File: config.mk
export PLATFORM = sky130hd
export DESIGN_NAME = bis_brake_interlock_sequencer
export DESIGN_NICKNAME = d
export VERILOG_FILES = /design/src/bis_pkg.sv /design/src/bis_ms_tick.sv /design/src/bis_brake_interlock_sequencer.sv
export SDC_FILE = /design/constraint.sdc
export NUM_CORES = 1
export LEC_CHECK = 0
export BUFFER_PORTS_ARGS = -buffer_cell sky130_fd_sc_hd__buf_2
export CAP_MARGIN = 20
export CORE_MARGIN = 5
export CORE_UTILIZATION = 35
export CTS_BUF_LIST = sky130_fd_sc_hd__clkbuf_16
export DETAILED_ROUTE_END_ITERATION = 7
export PLACE_DENSITY = 0.54
export SLEW_MARGIN = 15
export SYNTH_ARGS = -nofsm -noshare
export SYNTH_HDL_FRONTEND = slang
export SYNTH_SLANG_ARGS = --single-unit
File: constraint.sdc
create_clock -name aclk -period 9.3 [get_ports aclk]
set_clock_uncertainty 0.05 [all_clocks]
set_input_delay 0.93 -clock aclk [delete_from_list [all_inputs] [get_ports aclk]]
set_output_delay 0.93 -clock aclk [all_outputs]
set_load 0.01 [all_outputs]
File: src/bis_pkg.sv
// constants, register map and state type of the brake interlock sequencer
package bis_pkg;
  // ==========================================================
  // register map (byte addresses)
  localparam logic [7:0] ADDR_OUT_SELECT = 8'h00;
  localparam logic [7:0] ADDR_ON_WAIT = 8'h04;
  localparam logic [7:0] ADDR_WAIT_FLOW = 8'h08;
  localparam logic [7:0] ADDR_WAIT_SPEED = 8'h0C;
  localparam logic [7:0] ADDR_WAIT_TIME = 8'h10;
  localparam logic [7:0] ADDR_STATUS = 8'h14;
  // ==========================================================
  // reset values and setting ranges
  localparam logic [11:0] OUT_SELECT_RESET = 12'h000;
  localparam logic [15:0] ON_WAIT_RESET = 16'h0000;
  localparam logic [15:0] ON_WAIT_MIN = 16'hF830;
  localparam logic [15:0] ON_WAIT_MAX = 16'h07D0;
  localparam logic [15:0] WAIT_FLOW_RESET = 16'h0000;
  localparam logic [15:0] WAIT_FLOW_MAX = 16'h01F4;
  localparam logic [15:0] WAIT_SPEED_RESET = 16'h0064;
  localparam logic [15:0] WAIT_SPEED_MIN = 16'h000A;
  localparam logic [15:0] WAIT_SPEED_MAX = 16'h0064;
  localparam logic [15:0] WAIT_TIME_RESET = 16'h0032;
  localparam logic [15:0] WAIT_TIME_MIN = 16'h000A;
  localparam logic [15:0] WAIT_TIME_MAX = 16'h0064;
  localparam logic [15:0] WAIT_TIME_UNIT_MS = 16'h000A;
  // ==========================================================
  // output terminal function codes
  localparam logic [3:0] FN_POS_COMPLETE = 4'h0;
  localparam logic [3:0] FN_ROTATION = 4'h1;
  localparam logic [3:0] FN_READY = 4'h2;
  localparam logic [3:0] FN_TORQUE_LIMITED = 4'h3;
  localparam logic [3:0] FN_BRAKE = 4'h4;
  localparam logic [3:0] FN_ENC_INDEX = 4'h5;
  localparam logic [3:0] FN_OVERTRAVEL = 4'h6;
  localparam logic [3:0] FN_EXCITED = 4'h7;
  localparam logic [3:0] FN_HOMED = 4'h8;
  localparam logic [3:0] FN_TORQUE_DETECT = 4'h9;
  localparam int TERMINALS = 3;
  localparam int DIGIT_W = 4;
  // ==========================================================
  // timing
  localparam int CLK_PERIOD_NS = 40;
  localparam int MS_NS = 1_000_000;
  localparam int CYCLES_PER_MS = MS_NS / CLK_PERIOD_NS;
  // ==========================================================
  // axi responses
  localparam logic [1:0] RESP_OKAY = 2'h0;
  localparam logic [1:0] RESP_SLVERR = 2'h2;

  typedef enum logic [2:0] {
    ST_OFF, ST_ON_DELAY, ST_ON, ST_HOLD_DELAY, ST_BRAKE_DELAY, ST_RUN_STOP
  } bis_state_t;
endpackage : bis_pkg

File: src/bis_ms_tick.sv
// millisecond enable pulse divider
`timescale 1ns/1ps
module bis_ms_tick #(
  parameter int CYCLES = bis_pkg::CYCLES_PER_MS
) (
  input wire logic aclk,
  input wire logic aresetn,
  output logic tick
);
  typedef struct packed {
    logic [23:0] cnt;
    logic tick;
  } bis_tick_t;

  bis_tick_t s;
  bis_tick_t next_s;

  always_comb begin
    next_s = s;
    next_s.tick = 1'b0;
    if (s.cnt == 24'(CYCLES - 1)) begin
      next_s.cnt = '0;
      next_s.tick = 1'b1;
    end else begin
      next_s.cnt = s.cnt + 24'h00_0001;
    end
  end

  always_ff @(posedge aclk) begin
    if (!aresetn) begin
      s <= '0;
    end else begin
      s <= next_s;
    end
  end

  assign tick = s.tick;
endmodule : bis_ms_tick

File: src/bis_brake_interlock_sequencer.sv
// brake interlock sequencer with terminal routing and axi4-lite settings
// Contract
// - the brake interlock output is low to release the holding brake and high to apply it.
// - after reset no terminal carries the brake interlock until a selector digit chooses it.
// - the terminal select setting holds three 4-bit digits, one per terminal, and code 4 routes the brake there.
// - each digit decodes codes 0 to 9 into the ten documented terminal functions.
// - with a zero servo-on waiting time and speed below the waiting speed the brake is applied in the same cycle the servo turns off.
// - a signed waiting time of -2000 to 2000 ms offsets motor power against the brake output.
// - an alarm removes motor power at once and ignores the waiting time.
// - after servo off or alarm in motion the brake applies once speed falls below the waiting speed (10 to 100 rpm, default 100).
// - it also applies when the brake waiting time (10 ms units, default 50) runs out, whichever comes first.
`timescale 1ns/1ps
module bis_brake_interlock_sequencer #(
  parameter int TICK_CYCLES = bis_pkg::CYCLES_PER_MS
) (
  input wire logic aclk,
  input wire logic aresetn,
  input wire logic [7:0] s_axi_awaddr,
  input wire logic s_axi_awvalid,
  output logic s_axi_awready,
  input wire logic [31:0] s_axi_wdata,
  input wire logic [3:0] s_axi_wstrb,
  input wire logic s_axi_wvalid,
  output logic s_axi_wready,
  output logic [1:0] s_axi_bresp,
  output logic s_axi_bvalid,
  input wire logic s_axi_bready,
  input wire logic [7:0] s_axi_araddr,
  input wire logic s_axi_arvalid,
  output logic s_axi_arready,
  output logic [31:0] s_axi_rdata,
  output logic [1:0] s_axi_rresp,
  output logic s_axi_rvalid,
  input wire logic s_axi_rready,
  input wire logic servo_on_req,
  input wire logic alarm,
  input wire logic [15:0] motor_speed,
  input wire logic position_complete,
  input wire logic rotation_detect,
  input wire logic drive_ready,
  input wire logic torque_limited,
  input wire logic encoder_index,
  input wire logic overtravel,
  input wire logic homing_complete,
  input wire logic torque_detect,
  output logic motor_energize,
  output logic term_out_0_n,
  output logic term_out_1_n,
  output logic term_out_2_n
);
  // ==========================================================
  // state
  typedef struct packed {
    logic awready;
    logic wready;
    logic aw_full;
    logic w_full;
    logic [7:0] waddr;
    logic [31:0] wdata;
    logic [3:0] wstrb;
    logic bvalid;
    logic [1:0] bresp;
    logic arready;
    logic rvalid;
    logic [31:0] rdata;
    logic [1:0] rresp;
    logic [11:0] out_select;
    logic [15:0] on_wait;
    logic [15:0] wait_flow;
    logic [15:0] wait_speed;
    logic [15:0] wait_time;
    logic [15:0] lat_wait;
    logic [15:0] lat_speed;
    logic [15:0] lat_time_ms;
    logic [15:0] ms_cnt;
    bis_pkg::bis_state_t state;
    logic energize;
    logic brake_apply;
    logic [2:0] term_n;
  } bis_regs_t;

  bis_regs_t s;
  bis_regs_t next_s;
  logic ms_tick;

  bis_ms_tick #(
    .CYCLES(TICK_CYCLES)
  ) u_tick (
    .aclk(aclk),
    .aresetn(aresetn),
    .tick(ms_tick)
  );

  // ==========================================================
  // helpers
  function automatic logic [15:0] merge(input logic [15:0] old, input logic [31:0] d, input logic [3:0] be);
    logic [15:0] r;
    r = old;
    if (be[0]) begin
      r[7:0] = d[7:0];
    end
    if (be[1]) begin
      r[15:8] = d[15:8];
    end
    return r;
  endfunction : merge

  function automatic logic [15:0] clamp_u(input logic [15:0] v, input logic [15:0] lo, input logic [15:0] hi);
    return (v < lo) ? lo : ((v > hi) ? hi : v);
  endfunction : clamp_u

  function automatic logic [15:0] clamp_s(input logic [15:0] v);
    return ($signed(v) < $signed(bis_pkg::ON_WAIT_MIN)) ? bis_pkg::ON_WAIT_MIN :
      (($signed(v) > $signed(bis_pkg::ON_WAIT_MAX)) ? bis_pkg::ON_WAIT_MAX : v);
  endfunction : clamp_s

  function automatic logic [15:0] magnitude(input logic [15:0] v);
    return v[15] ? 16'(-v) : v;
  endfunction : magnitude

  // ==========================================================
  // next state
  always_comb begin
    logic [15:0] speed_mag;
    logic [15:0] wait_mag;
    logic [15:0] merged;
    logic off_evt;
    logic [9:0] fn;
    speed_mag = magnitude(motor_speed);
    wait_mag = magnitude(s.lat_wait);
    merged = '0;
    off_evt = alarm || !servo_on_req;
    fn = '0;
    next_s = s;

    // write channel: address and data taken in either order
    if (s.awready && s_axi_awvalid) begin
      next_s.aw_full = 1'b1;
      next_s.waddr = s_axi_awaddr;
    end
    if (s.wready && s_axi_wvalid) begin
      next_s.w_full = 1'b1;
      next_s.wdata = s_axi_wdata;
      next_s.wstrb = s_axi_wstrb;
    end
    if (s.bvalid && s_axi_bready) begin
      next_s.bvalid = 1'b0;
    end
    // new settings land at once; the sequencer latches them per event
    if (s.aw_full && s.w_full && !s.bvalid) begin
      next_s.aw_full = 1'b0;
      next_s.w_full = 1'b0;
      next_s.bvalid = 1'b1;
      next_s.bresp = bis_pkg::RESP_OKAY;
      case (s.waddr)
        bis_pkg::ADDR_OUT_SELECT: begin
          merged = merge({4'h0, s.out_select}, s.wdata, s.wstrb);
          next_s.out_select = merged[11:0];
        end
        bis_pkg::ADDR_ON_WAIT: begin
          next_s.on_wait = clamp_s(merge(s.on_wait, s.wdata, s.wstrb));
        end
        bis_pkg::ADDR_WAIT_FLOW: begin
          merged = merge(s.wait_flow, s.wdata, s.wstrb);
          next_s.wait_flow = (merged > bis_pkg::WAIT_FLOW_MAX) ? bis_pkg::WAIT_FLOW_MAX : merged;
        end
        bis_pkg::ADDR_WAIT_SPEED: begin
          next_s.wait_speed = clamp_u(merge(s.wait_speed, s.wdata, s.wstrb),
            bis_pkg::WAIT_SPEED_MIN, bis_pkg::WAIT_SPEED_MAX);
        end
        bis_pkg::ADDR_WAIT_TIME: begin
          next_s.wait_time = clamp_u(merge(s.wait_time, s.wdata, s.wstrb),
            bis_pkg::WAIT_TIME_MIN, bis_pkg::WAIT_TIME_MAX);
        end
        default: begin
          next_s.bresp = bis_pkg::RESP_SLVERR;
        end
      endcase
    end
    next_s.awready = !next_s.aw_full && !next_s.bvalid;
    next_s.wready = !next_s.w_full && !next_s.bvalid;

    // read channel
    if (s.rvalid && s_axi_rready) begin
      next_s.rvalid = 1'b0;
    end
    if (s.arready && s_axi_arvalid) begin
      next_s.rvalid = 1'b1;
      next_s.rresp = bis_pkg::RESP_OKAY;
      case (s_axi_araddr)
        bis_pkg::ADDR_OUT_SELECT: next_s.rdata = {20'h0_0000, s.out_select};
        bis_pkg::ADDR_ON_WAIT: next_s.rdata = {{16{s.on_wait[15]}}, s.on_wait};
        bis_pkg::ADDR_WAIT_FLOW: next_s.rdata = {16'h0000, s.wait_flow};
        bis_pkg::ADDR_WAIT_SPEED: next_s.rdata = {16'h0000, s.wait_speed};
        bis_pkg::ADDR_WAIT_TIME: next_s.rdata = {16'h0000, s.wait_time};
        bis_pkg::ADDR_STATUS: next_s.rdata = {16'h0000, s.ms_cnt[7:0], 3'h0, s.state, s.energize, s.brake_apply};
        default: begin
          next_s.rdata = '0;
          next_s.rresp = bis_pkg::RESP_SLVERR;
        end
      endcase
    end
    next_s.arready = !next_s.rvalid;

    // ==========================================================
    // sequencer
    if (ms_tick && s.ms_cnt != 16'hFFFF) begin
      next_s.ms_cnt = s.ms_cnt + 16'h0001;
    end
    case (s.state)
      bis_pkg::ST_OFF: begin
        next_s.brake_apply = 1'b1;
        next_s.energize = 1'b0;
        if (!off_evt) begin
          // power first, brake released after the waiting time of either sign
          next_s.energize = 1'b1;
          next_s.lat_wait = s.on_wait;
          next_s.ms_cnt = '0;
          next_s.state = bis_pkg::ST_ON_DELAY;
        end
      end
      bis_pkg::ST_ON_DELAY: begin
        if (off_evt) begin
          next_s.energize = 1'b0;
          next_s.brake_apply = 1'b1;
          next_s.state = bis_pkg::ST_OFF;
        end else if (s.ms_cnt >= wait_mag) begin
          next_s.brake_apply = 1'b0;
          next_s.state = bis_pkg::ST_ON;
        end
      end
      bis_pkg::ST_ON: begin
        if (off_evt) begin
          next_s.lat_wait = s.on_wait;
          next_s.lat_speed = s.wait_speed;
          next_s.lat_time_ms = 16'(s.wait_time * bis_pkg::WAIT_TIME_UNIT_MS);
          next_s.ms_cnt = '0;
          if (speed_mag >= s.wait_speed) begin
            // moving: coast, brake waits for speed or time
            next_s.energize = 1'b0;
            next_s.state = bis_pkg::ST_RUN_STOP;
          end else if (alarm || s.on_wait == 16'h0000) begin
            next_s.energize = 1'b0;
            next_s.brake_apply = 1'b1;
            next_s.state = bis_pkg::ST_OFF;
          end else if (!s.on_wait[15]) begin
            next_s.brake_apply = 1'b1;
            next_s.state = bis_pkg::ST_HOLD_DELAY;
          end else begin
            next_s.energize = 1'b0;
            next_s.state = bis_pkg::ST_BRAKE_DELAY;
          end
        end
      end
      bis_pkg::ST_HOLD_DELAY: begin
        // motor keeps holding while the brake engages
        if (alarm || s.ms_cnt >= s.lat_wait) begin
          next_s.energize = 1'b0;
          next_s.state = bis_pkg::ST_OFF;
        end
      end
      bis_pkg::ST_BRAKE_DELAY: begin
        if (alarm || s.ms_cnt >= wait_mag) begin
          next_s.brake_apply = 1'b1;
          next_s.state = bis_pkg::ST_OFF;
        end
      end
      bis_pkg::ST_RUN_STOP: begin
        if (speed_mag < s.lat_speed || s.ms_cnt >= s.lat_time_ms) begin
          next_s.brake_apply = 1'b1;
          next_s.state = bis_pkg::ST_OFF;
        end
      end
      default: begin
        next_s.energize = 1'b0;
        next_s.brake_apply = 1'b1;
        next_s.state = bis_pkg::ST_OFF;
      end
    endcase

    // ==========================================================
    // terminal routing, built from next values so brake and pin move together
    fn[bis_pkg::FN_POS_COMPLETE] = position_complete;
    fn[bis_pkg::FN_ROTATION] = rotation_detect;
    fn[bis_pkg::FN_READY] = drive_ready;
    fn[bis_pkg::FN_TORQUE_LIMITED] = torque_limited;
    fn[bis_pkg::FN_BRAKE] = !next_s.brake_apply;
    fn[bis_pkg::FN_ENC_INDEX] = encoder_index;
    fn[bis_pkg::FN_OVERTRAVEL] = overtravel;
    fn[bis_pkg::FN_EXCITED] = next_s.energize;
    fn[bis_pkg::FN_HOMED] = homing_complete;
    fn[bis_pkg::FN_TORQUE_DETECT] = torque_detect;
    for (int i = 0; i < bis_pkg::TERMINALS; i++) begin
      // codes above nine leave the terminal off; brake appears only where code 4 sits
      if (next_s.out_select[i*bis_pkg::DIGIT_W +: bis_pkg::DIGIT_W] <= bis_pkg::FN_TORQUE_DETECT) begin
        next_s.term_n[i] = !fn[next_s.out_select[i*bis_pkg::DIGIT_W +: bis_pkg::DIGIT_W]];
      end else begin
        next_s.term_n[i] = 1'b1;
      end
    end
  end

  // ==========================================================
  // registers
  always_ff @(posedge aclk) begin
    if (!aresetn) begin
      s <= '0;
      s.state <= bis_pkg::ST_OFF;
      s.out_select <= bis_pkg::OUT_SELECT_RESET;
      s.on_wait <= bis_pkg::ON_WAIT_RESET;
      s.wait_flow <= bis_pkg::WAIT_FLOW_RESET;
      s.wait_speed <= bis_pkg::WAIT_SPEED_RESET;
      s.wait_time <= bis_pkg::WAIT_TIME_RESET;
      s.brake_apply <= 1'b1;
      s.term_n <= 3'h7;
    end else begin
      s <= next_s;
    end
  end

  assign s_axi_awready = s.awready;
  assign s_axi_wready = s.wready;
  assign s_axi_bresp = s.bresp;
  assign s_axi_bvalid = s.bvalid;
  assign s_axi_arready = s.arready;
  assign s_axi_rdata = s.rdata;
  assign s_axi_rresp = s.rresp;
  assign s_axi_rvalid = s.rvalid;
  assign motor_energize = s.energize;
  assign term_out_0_n = s.term_n[0];
  assign term_out_1_n = s.term_n[1];
  assign term_out_2_n = s.term_n[2];
endmodule : bis_brake_interlock_sequencer

==> results of run 1 <==
per-layer routing:
metal | vias up | wire (um)
met5 | - | 0
met4 | 0 | 1140
met3 | 71 | 2060
met2 | 300 | 16900
met1 | 5441 | 18100
li1 | 5817 | -
layout make-up:
type / instances / area (um2)
Clock buffer: 27 / 676
Clock inverter: 21 / 176
Fill cell: 3784 / 22200
Inverter: 91 / 343
Multi-Input combinational cell: 1199 / 7650
Sequential cell: 224 / 4480
Tap cell: 468 / 586
Timing Repair Buffer: 119 / 618
synth_stat cells, types with 16 or more instances:
cell	count
and3_1	23
nor2_1	117
nand2_1	247
clkbuf_1	66
xnor2_1	48
ha_1	104
a21oi_1	155
nand3_1	37
buf_4	36
or3_1	21
a21o_1	29
nor3_1	29
a22oi_1	24
nand4_1	19
dfxtp_1	224
inv_1	91
a221oi_1	22
o21ai_0	70
nor4_1	16
mux2i_1	34
stage by stage:
step	cells	power, mW	cell area, um2	hold slack [ns]	utilization
final	2149	2.18	14500	0.396	0.396
after global routing	2149	2.27	14500	0.419	0.396
after CTS	2148	2.21	14500	0.400	0.396
after detailed placement	2100	1.18	13700	0.394	0.373
after global placement	2100	1.17	13700	0.380	0.373
after floorplan	1627	1.12	13000	0.368	-
critical path: stages:
cell and delay, ns:
buf_2 0.11, or4_1 0.55, or4_1 0.54, nand2_1 0.12, xnor2_1 0.17, ha_1 0.29
a21oi_1 0.15, o21ai_0 0.14, o21ai_0 0.27, nor2_1 0.07, o41ai_1 1.08, o21ai_2 0.16
o211a_1 0.27, o32a_1 0.34
cells by family (layout without fill, tap and decap cells):
family / Yosys count / count (layout) / share of synthesized area
AND/OR/NAND/NOR: 569 / 569 / 0.203
other: 1 / 2 / 0.000288
XOR/XNOR: 63 / 63 / 0.0423
adder cells (fa/ha/maj): 105 / 105 / 0.101
buffers and inverters: 204 / 258 / 0.0706
flip-flops: 224 / 224 / 0.344
AO/OA/AOI/OAI: 421 / 421 / 0.206
multiplexers: 39 / 39 / 0.0324
power groups by stage:
stage	logic, mW	clock network (mW)	registers, mW
floorplan	0.117	0	1.00
global placement	0.162	0	1.01
detailed placement	0.164	0	1.01
CTS	0.165	1.05	0.991
global route	0.184	1.09	0.993
finish	0.164	1.02	0.992
cells in the final DEF (no fill, tap or decap), drive strengths merged, types with 18 or more instances in the layout:
cell type,count
nor2,117
buf,119
nor3,29
or3,21
nor4,18
a21o,29
nand2,249
xnor2,48
dfxtp,224
ha,104
nand3,38
and3,24
clkbuf,27
mux2i,36
a221oi,22
a21oi,157
nand4,19
o21ai,80
a22oi,24
inv,95
worst paths after layout:
kind | from | endpoint | cells past startpoint
setup / recovery | motor_speed[7] | term_out_1_n | 14
hold / removal | s[38] | s[38] | 2
hold reg to reg | s[38] | s[38] | 2
setup reg to reg | s[57] | term_out_1_n | 15
==> reports/metrics.yaml, run 1 <==
status:
  status: "finished clean"
yosys:
  synth_top_area_cell: "dfxtp_1"
  yosys-top-cells-area: "dfxtp_1 (34%), ha_1 (10%), nand2_1 (7.1%)"
  synth_cells: 1626
  ys_seq_area_frac: 0.344
  synth_warnings: 0
  synth_ff_type: "dfxtp_1"
  synth-edff-count: 0
  ys_seq_elements: 224
  ys_types: 78
  async_flop_share: 0
  syn_area_mm2: 0.0130
  synth.avg_cell_area_um2: 8.02
  synth_top_area_share: 0.344
floorplanning:
  io_pins: 130
  start_util: 0.355
  core_area_mm2: 0.0367
  dieArea_mm2: 0.0412
  die_w_um: 203
  rows: 70
  die_height_um: 203
clocking:
  clock_sinks: 224
  clk_pin_slew_ns: 0.06
  cts_tree: "yes"
  cts_buffer_depth: 3
  clock_latency_ns: 0.54
  cts_setup_buffers: 0
  cts_buffers: 27
  htreeDepth: 1
  hold_buffers: 0
  cts_root_buffer: "clkbuf_16"
  cts_resized: 0
power:
  p_comb_frac: 0.075
  p_sw_uw: 538
  p_clk_frac: 0.470
  swShare: 0.247
  power.leakage_nw: 5.79
  ir_drop_uv: 127
  power.density_mw_per_mm2: 150
  seqPwrFrac: 0.455
  internal-power_mw: 1.64
grt:
  first_global_vias: 11000
  met3_usage: 0.0265
  track_usage: 0.180
  grt_busiest_layer: "met2"
  grt_pass1_wl_um: 60600
  met2_usage: 0.282
  met1_usage: 0.258
  antenna_found_initial: 1
  grt_overflow: 0
  grt_max_degree: 64
timing:
  timing.fmax_mhz: 208
  worst_pin_slew_ns: 1.22
  hold_viol_final: 0
  setup_viol: 0
  timing.final.crit_share: 0.518
  slew_headroom: 0.175
  drv_slew: 0
  rsz0062_at_grt: "no"
  period_needed_ns: 4.81
  layout_setup_ws_ns: 4.49
  fin_setup_tns_ns: 0
critical_path:
  cp-end-kind: "register"
  worstPathRequired_ns: 9.68
  critPathLaunchType: "input port"
  crit_fanout: 3
  cp.arrival_ns: 5.19
  critical_path_class: "input port to register"
  rrSetupSlack_ns: 5.16
place:
  post-place-ws_ns: 4.03
  gp_congestion: 0.853
  place_hpwl_um: 28400
  portBuffers: 109
routing:
  wl_per_cell_um: 17.8
  num_vias: 11600
  vias_per_cell: 5.41
  drcViolationCount: 0
  drt_first_pass_iters: 5
  drt_iter0_markers: 871
  drt-total-wl_um: 38200
  ant_nets: 0
job:
  cap_violations: 0
final_layout:
  largest_reg_flops: 171
  fin_nets: 1852
  top_register: "s"
  drive_above_1_share: 0.112
  areaGrowthSynthToFinish_pct: 11.4
  antenna_cells: 0
hold_path:
  hold_class: "register to register"
(Power assumes the default switching activity.)
==> inputs of run 2 (changes only) <==
==> constraint.sdc (replaced) <==
create_clock -name aclk -period 4.8 [get_ports aclk]
set_clock_uncertainty 0.05 [all_clocks]
set_input_delay 0.48 -clock aclk [delete_from_list [all_inputs] [get_ports aclk]]
set_output_delay 0.48 -clock aclk [all_outputs]
set_load 0.01 [all_outputs]
==> reports/metrics.yaml, run 2 (synthesis results as in run 1) <==
status:
  status: "finished clean"  # unchanged
clocking:
  clock_latency_ns: 0.55  # was 0.54 ns
  cts_buffer_depth: 3  # unchanged
  hold_buffers: 0  # unchanged
  cts_resized: 0  # unchanged
  cts_tree: "yes"  # unchanged
  cts_root_buffer: "clkbuf_16"  # unchanged
  cts_setup_buffers: 0  # unchanged
  htreeDepth: 1  # unchanged
  cts_buffers: 27  # unchanged
  clock_sinks: 224  # unchanged
  clk_pin_slew_ns: 0.06  # about the same
final_layout:
  areaGrowthSynthToFinish_pct: 11.6  # was 11.4%
  largest_reg_flops: 171  # unchanged
  final_cells: 2155  # was 2149
  final_common_cell: "nand2_1"  # unchanged
  fill_cells: 3777  # was 3784
  multi_input_area_mm2: 0.00765  # about the same
  seq_area_mm2: 0.00448  # unchanged
  drive_above_1_share: 0.116  # was 0.112
  antenna_cells: 0  # unchanged
  fin_nets: 1856  # was 1852
  top_register: "s"  # unchanged
  layout_common_cells: "nand2_1 (247), dfxtp_1 (224), a21oi_1 (155), nor2_1 (117), buf_2 (109)"  # was nand2_1 (247), dfxtp_1 (224), a21oi_1 (155), nor2_1 (117), buf_2 (110)
floorplanning:
  start_util: 0.355  # unchanged
  io_pins: 130  # unchanged
  die_w_um: 203  # unchanged
  rows: 70  # unchanged
  core_area_mm2: 0.0367  # unchanged
  die_height_um: 203  # unchanged
  dieArea_mm2: 0.0412  # unchanged
place:
  place_hpwl_um: 28700  # was 28400 um
  gp_congestion: 0.879  # was 0.853
  dp.cells: 2105  # was 2100
  post-place-ws_ns: 0.439  # was 4.03 ns
  portBuffers: 109  # unchanged
grt:
  antenna_found_initial: 1  # unchanged
  first_global_vias: 11000  # about the same
  grt_pass1_wl_um: 60700  # was 60600 um
  track_usage: 0.181  # was 0.180
  grt_max_degree: 58  # was 64
  grt_overflow: 0  # unchanged
routing:
  ant_nets: 0  # unchanged
  drcViolationCount: 0  # unchanged
  drt-total-wl_um: 38500  # was 38200 um
  drt_first_pass_iters: 5  # unchanged
  drt_iter0_markers: 806  # was 871
  vias_per_cell: 5.41  # about the same
  wl_per_cell_um: 17.9  # was 17.8 um
  num_vias: 11700  # was 11600
timing:
  fin_setup_tns_ns: 0  # unchanged
  drv_slew: 0  # unchanged
  rsz0062_at_grt: "no"  # unchanged
  timing.fmax_mhz: 246
  timing.final.crit_share: 0.846
  slew_headroom: 0.295  # was 0.175
  setup_viol: 0  # unchanged
  hold_viol_final: 0  # unchanged
  layout_setup_ws_ns: 0.737  # was 4.49 ns
  period_needed_ns: 4.06
  worst_pin_slew_ns: 1.06  # was 1.22 ns
power:
  ir_drop_uv: 225  # was 127 uV
  power.density_mw_per_mm2: 288  # was 150 mW/mm2
  power.leakage_nw: 5.82  # was 5.79 nW
hold_path:
  min_path_cells: 3  # was 2
  hold_class: "input port to register"  # was register to register
critical_path:
  critical_path_class: "register to register"  # was input port to register
  critPathLaunchType: "register"  # was input port
  cp.arrival_ns: 4.45  # was 5.19 ns
  cp-end-kind: "register"  # unchanged
  worstPathRequired_ns: 5.18  # was 9.68 ns
  crit_fanout: 4  # was 3
  reg2regPathDepth: 15  # unchanged
job:
  cap_violations: 0  # unchanged
==> run 2: stage by stage <==
stage | area, um2 | utilization | total power [mW] | hold slack [ns]
2_1_floorplan | 13000 | - | 2.17 | 0.368
3_3_place_gp | 13700 | 0.374 | 2.28 | 0.382
3_5_place_dp | 13700 | 0.374 | 2.28 | 0.391
4_1_cts | 14600 | 0.397 | 4.25 | 0.102
5_1_grt | 14600 | 0.397 | 4.36 | 0.115
6_report | 14600 | 0.397 | 4.20 | 0.121
==> run 2: worst max-delay path, cell delays in order, from the launching register on <==
cell and delay [ns]:
dfxtp_1 0.33, inv_1 0.11, ha_1 0.21, nand4_1 0.16, or4_1 0.48, o41ai_1 0.40, xnor2_1 0.12, ha_1 0.29
nand4_1 0.14, nor4_1 0.31, inv_1 0.06, o211ai_1 0.39, o21a_1 0.16, o221a_2 0.31, a21oi_1 0.10, o32a_1 0.34
==> run 2: power breakdown <==
group | leakage [nW] | internal (mW) | switching [mW]
clock network | 0.441 | 1.13 | 0.820
logic | 3.57 | 0.120 | 0.201
registers | 1.81 | 1.89 | 0.0359
total | 5.82 | 3.14 | 1.06
==> run 2: final timing paths <==
check	startpoint	endpoint	slack, ns
worst min-delay path	s_axi_wdata[2]	s[193]	0.12
worst max register to register	s[57]	term_out_1_n	0.74
worst min register to register	u_tick.s[1]	u_tick.s[1]	0.40
worst max-delay path	s[57]	term_out_1_n	0.74
==> run 2: area by class of cell <==
type                       instances  share of cell area
multi-input combinational       1199               0.525
sequential                       224               0.308
clock buffer                      27              0.0464
timing repair buffer             123              0.0447
tap                              468              0.0402
inverter                          91              0.0236
clock inverter                    23              0.0116
==> run 2: metal layers <==
layer  up-vias  GRT usage  share of wire
li1       5822          -              -
met1      5470      0.256           0.47
met2       296      0.287           0.44
met3        73     0.0270          0.056
met4         0     0.0506          0.026
met5         -          0              0
==> inputs of run 3 (changes only) <==
--- a/config.mk
+++ b/config.mk
@@ -11,7 +11,7 @@
 export CORE_UTILIZATION = 35
 export CTS_BUF_LIST = sky130_fd_sc_hd__clkbuf_16
 export DETAILED_ROUTE_END_ITERATION = 7
-export PLACE_DENSITY = 0.54
+export PLACE_DENSITY = 0.56
 export SLEW_MARGIN = 15
 export SYNTH_ARGS = -nofsm -noshare
 export SYNTH_HDL_FRONTEND = slang
==> constraint.sdc (replaced) <==
create_clock -name aclk -period 3.7 [get_ports aclk]
set_clock_uncertainty 0.05 [all_clocks]
set_input_delay 0.37 -clock aclk [delete_from_list [all_inputs] [get_ports aclk]]
set_output_delay 0.37 -clock aclk [all_outputs]
set_load 0.01 [all_outputs]
==> reports/metrics.yaml, run 3 (synthesis results as in run 1) <==
grt:
  track_usage: 0.185  # was 0.181
  grt_overflow: 0  # unchanged
  antenna_found_initial: 1  # unchanged
  grt_max_degree: 71  # was 58
  first_global_vias: 11200  # was 11000
  grt_pass1_wl_um: 62600  # was 60700 um
final_layout:
  final_common_cell: "nand2_1"  # unchanged
  fill_cells: 3743  # was 3777
  post-route-util: 0.411  # was 0.397
  final_cells: 2204  # was 2155
  areaGrowthSynthToFinish_pct: 15.7  # was 11.6%
  top_register: "s"  # unchanged
  layout_common_cells: "nand2_1 (247), dfxtp_1 (223), a21oi_1 (155), nor2_1 (116), buf_2 (110)"  # was nand2_1 (247), dfxtp_1 (224), a21oi_1 (155), nor2_1 (117), buf_2 (109)
  largest_reg_flops: 171  # unchanged
  fin_nets: 1906  # was 1856
  drive_above_1_share: 0.144  # was 0.116
  antenna_cells: 0  # unchanged
critical_path:
  worstPathRequired_ns: 4.09  # was 5.18 ns
  critical_path.cell_chain: "inv_2 -> ha_2 -> nand4_1 -> or4_4 -> o31ai_2 -> xnor2_1 -> ha_1 -> nand4_1 -> nor2_1 -> a2bb2oi_1 -> o211ai_1 -> buf_4 -> o211ai_1 -> o221a_4 -> a21oi_1 -> o32a_1"  # was inv_1 -> ha_1 -> nand4_1 -> or4_1 -> o41ai_1 -> xnor2_1 -> ha_1 -> nand4_1 -> nor4_1 -> inv_1 -> o211ai_1 -> o21a_1 -> o221a_2 -> a21oi_1 -> o32a_1
  critical-path-max-stage-delay_ns: 0.48  # about the same
  crit_slowest_cell: "or4_4"  # was or4_1
  critical_path_class: "register to register"  # unchanged
  r2r-end: "term_out_2_n"  # was term_out_1_n
  cp_top_family: "compound AO/OA/AOI/OAI gates"  # unchanged
  cp.arrival_ns: 3.92  # was 4.45 ns
  rr_startpoint: "s[56]"  # was s[57]
  worst-path-buf-inv: 2  # unchanged
  rrSetupSlack_ns: 0.17  # was 0.74 ns
  cp-end-kind: "register"  # unchanged
  worstSetupPathDepth: 16  # was 15
  crit_fanout: 4  # unchanged
  reg2regPathDepth: 16  # was 15
  critPathLaunchType: "register"  # unchanged
  startpoint: "s[56]"  # was s[57]
power:
  ir_drop_uv: 317  # was 225 uV
  power.leakage_nw: 6.10  # was 5.82 nW
  power.density_mw_per_mm2: 374  # was 288 mW/mm2
  power_mw: 5.64  # was 4.20 mW
timing:
  layout_setup_ws_ns: 0.166  # was 0.737 ns
  timing.fmax_mhz: 283  # was 246 MHz
  slew_headroom: 0.262  # was 0.295
  setup_viol: 0  # unchanged
  hold_viol_final: 0  # unchanged
  drv_slew: 0  # unchanged
  period_needed_ns: 3.53  # was 4.06 ns
  rsz0062_at_grt: "yes"  # was no
  timing.final.crit_share: 0.955  # was 0.846
  worst_pin_slew_ns: 1.11  # was 1.06 ns
routing:
  drt_first_pass_iters: 7  # was 5
  drt-total-wl_um: 38900  # was 38500 um
  drt_iter0_markers: 874  # was 806
  wl_per_cell_um: 17.7  # was 17.9 um
  num_vias: 11800  # was 11700
  ant_nets: 0  # unchanged
  vias_per_cell: 5.38  # was 5.41
  drcViolationCount: 0  # unchanged
place:
  place_hpwl_um: 29400  # was 28700 um
  gp_congestion: 0.894  # was 0.879
  portBuffers: 109  # unchanged
  post-place-ws_ns: -0.483  # was 0.439 ns
  dp.cells: 2148  # was 2105
hold_path:
  hold_class: "input port to register"  # unchanged
  min_from: "s_axi_wdata[4]"  # was s_axi_wdata[2]
  min_to: "s[195]"  # was s[193]
  min_path_cells: 3  # unchanged
clocking:
  cts_root_buffer: "clkbuf_16"  # unchanged
  clk_pin_slew_ns: 0.06  # about the same
  cts_tree: "yes"  # unchanged
  cts_buffer_depth: 3  # unchanged
  htreeDepth: 1  # unchanged
  cts_buffers: 26  # was 27
  clock_latency_ns: 0.56  # was 0.55 ns
  clock_sinks: 224  # unchanged
floorplanning:
  die_w_um: 203  # unchanged
  start_util: 0.355  # unchanged
  rows: 70  # unchanged
  die_height_um: 203  # unchanged
  core_area_mm2: 0.0367  # unchanged
  io_pins: 130  # unchanged
  dieArea_mm2: 0.0412  # unchanged
job:
  cap_violations: 0  # unchanged
status:
  status: "finished clean"  # unchanged
==> run 3: worst register-to-register path, stage by stage (launching register included) <==
cell       delay, ns
dfxtp_2         0.32
inv_2           0.05
ha_2            0.17
nand4_1         0.13
or4_4           0.48
o31ai_2         0.26
xnor2_1         0.15
ha_1            0.26
nand4_1         0.16
nor2_1          0.07
a2bb2oi_1       0.13
o211ai_1        0.11
buf_4           0.16
o211ai_1        0.19
o221a_4         0.28
a21oi_1         0.09
o32a_1          0.34
==> run 3: power breakdown <==
group | switching, mW | leakage (nW) | internal, mW
clock | 1.08 | 0.453 | 1.63
sequential | 0.0461 | 1.81 | 2.45
combinational | 0.263 | 3.83 | 0.174
==> run 3: metal layers <==
metal  global-route usage  share of wire  routed length [um]
met4               0.0412          0.019                 741
met1                0.269           0.48               18700
met3               0.0246          0.056                2180
met5                    0              0                   0
met2                0.294           0.44               17300
==> run 3: stage by stage <==
step,hold WS [ns],TNS (ns),cell area (um2)
6_report,0.0207,0,15100
3_3_place_gp,0.381,-1.19,14100
3_5_place_dp,0.397,-1.55,14100
4_1_cts,0.00192,0,15000
2_1_floorplan,0.368,0,13100
5_1_grt,0.0211,-0.0671,15100
==> run 3: worst max path at each step <==
stage,to,slack [ns]
CTS,term_out_2_n,0.02
floorplan,term_out_1_n,0.05
detailed placement,term_out_2_n,-0.48
finish,term_out_2_n,0.17
global route,term_out_2_n,-0.04
global placement,term_out_2_n,-0.35
==> run 3: cell type report <==
cell class,count,area [um2],share of cell area
Timing Repair Buffer,174,1060,0.0702
Tap cell,468,586,0.0388
Clock buffer,26,651,0.0431
Sequential cell,224,4490,0.297
Multi-Input combinational cell,1199,7710,0.511
Clock inverter,22,246,0.0163
Inverter,91,343,0.0227
==> run 3: what timing repair did <==
action,in CTS,in global routing
pin swaps,0,3
setup endpoints to repair,2,5
hold buffers,6,0
gates resized for setup,3,14
endpoints found under the hold margin,6,0
setup buffers,0,1
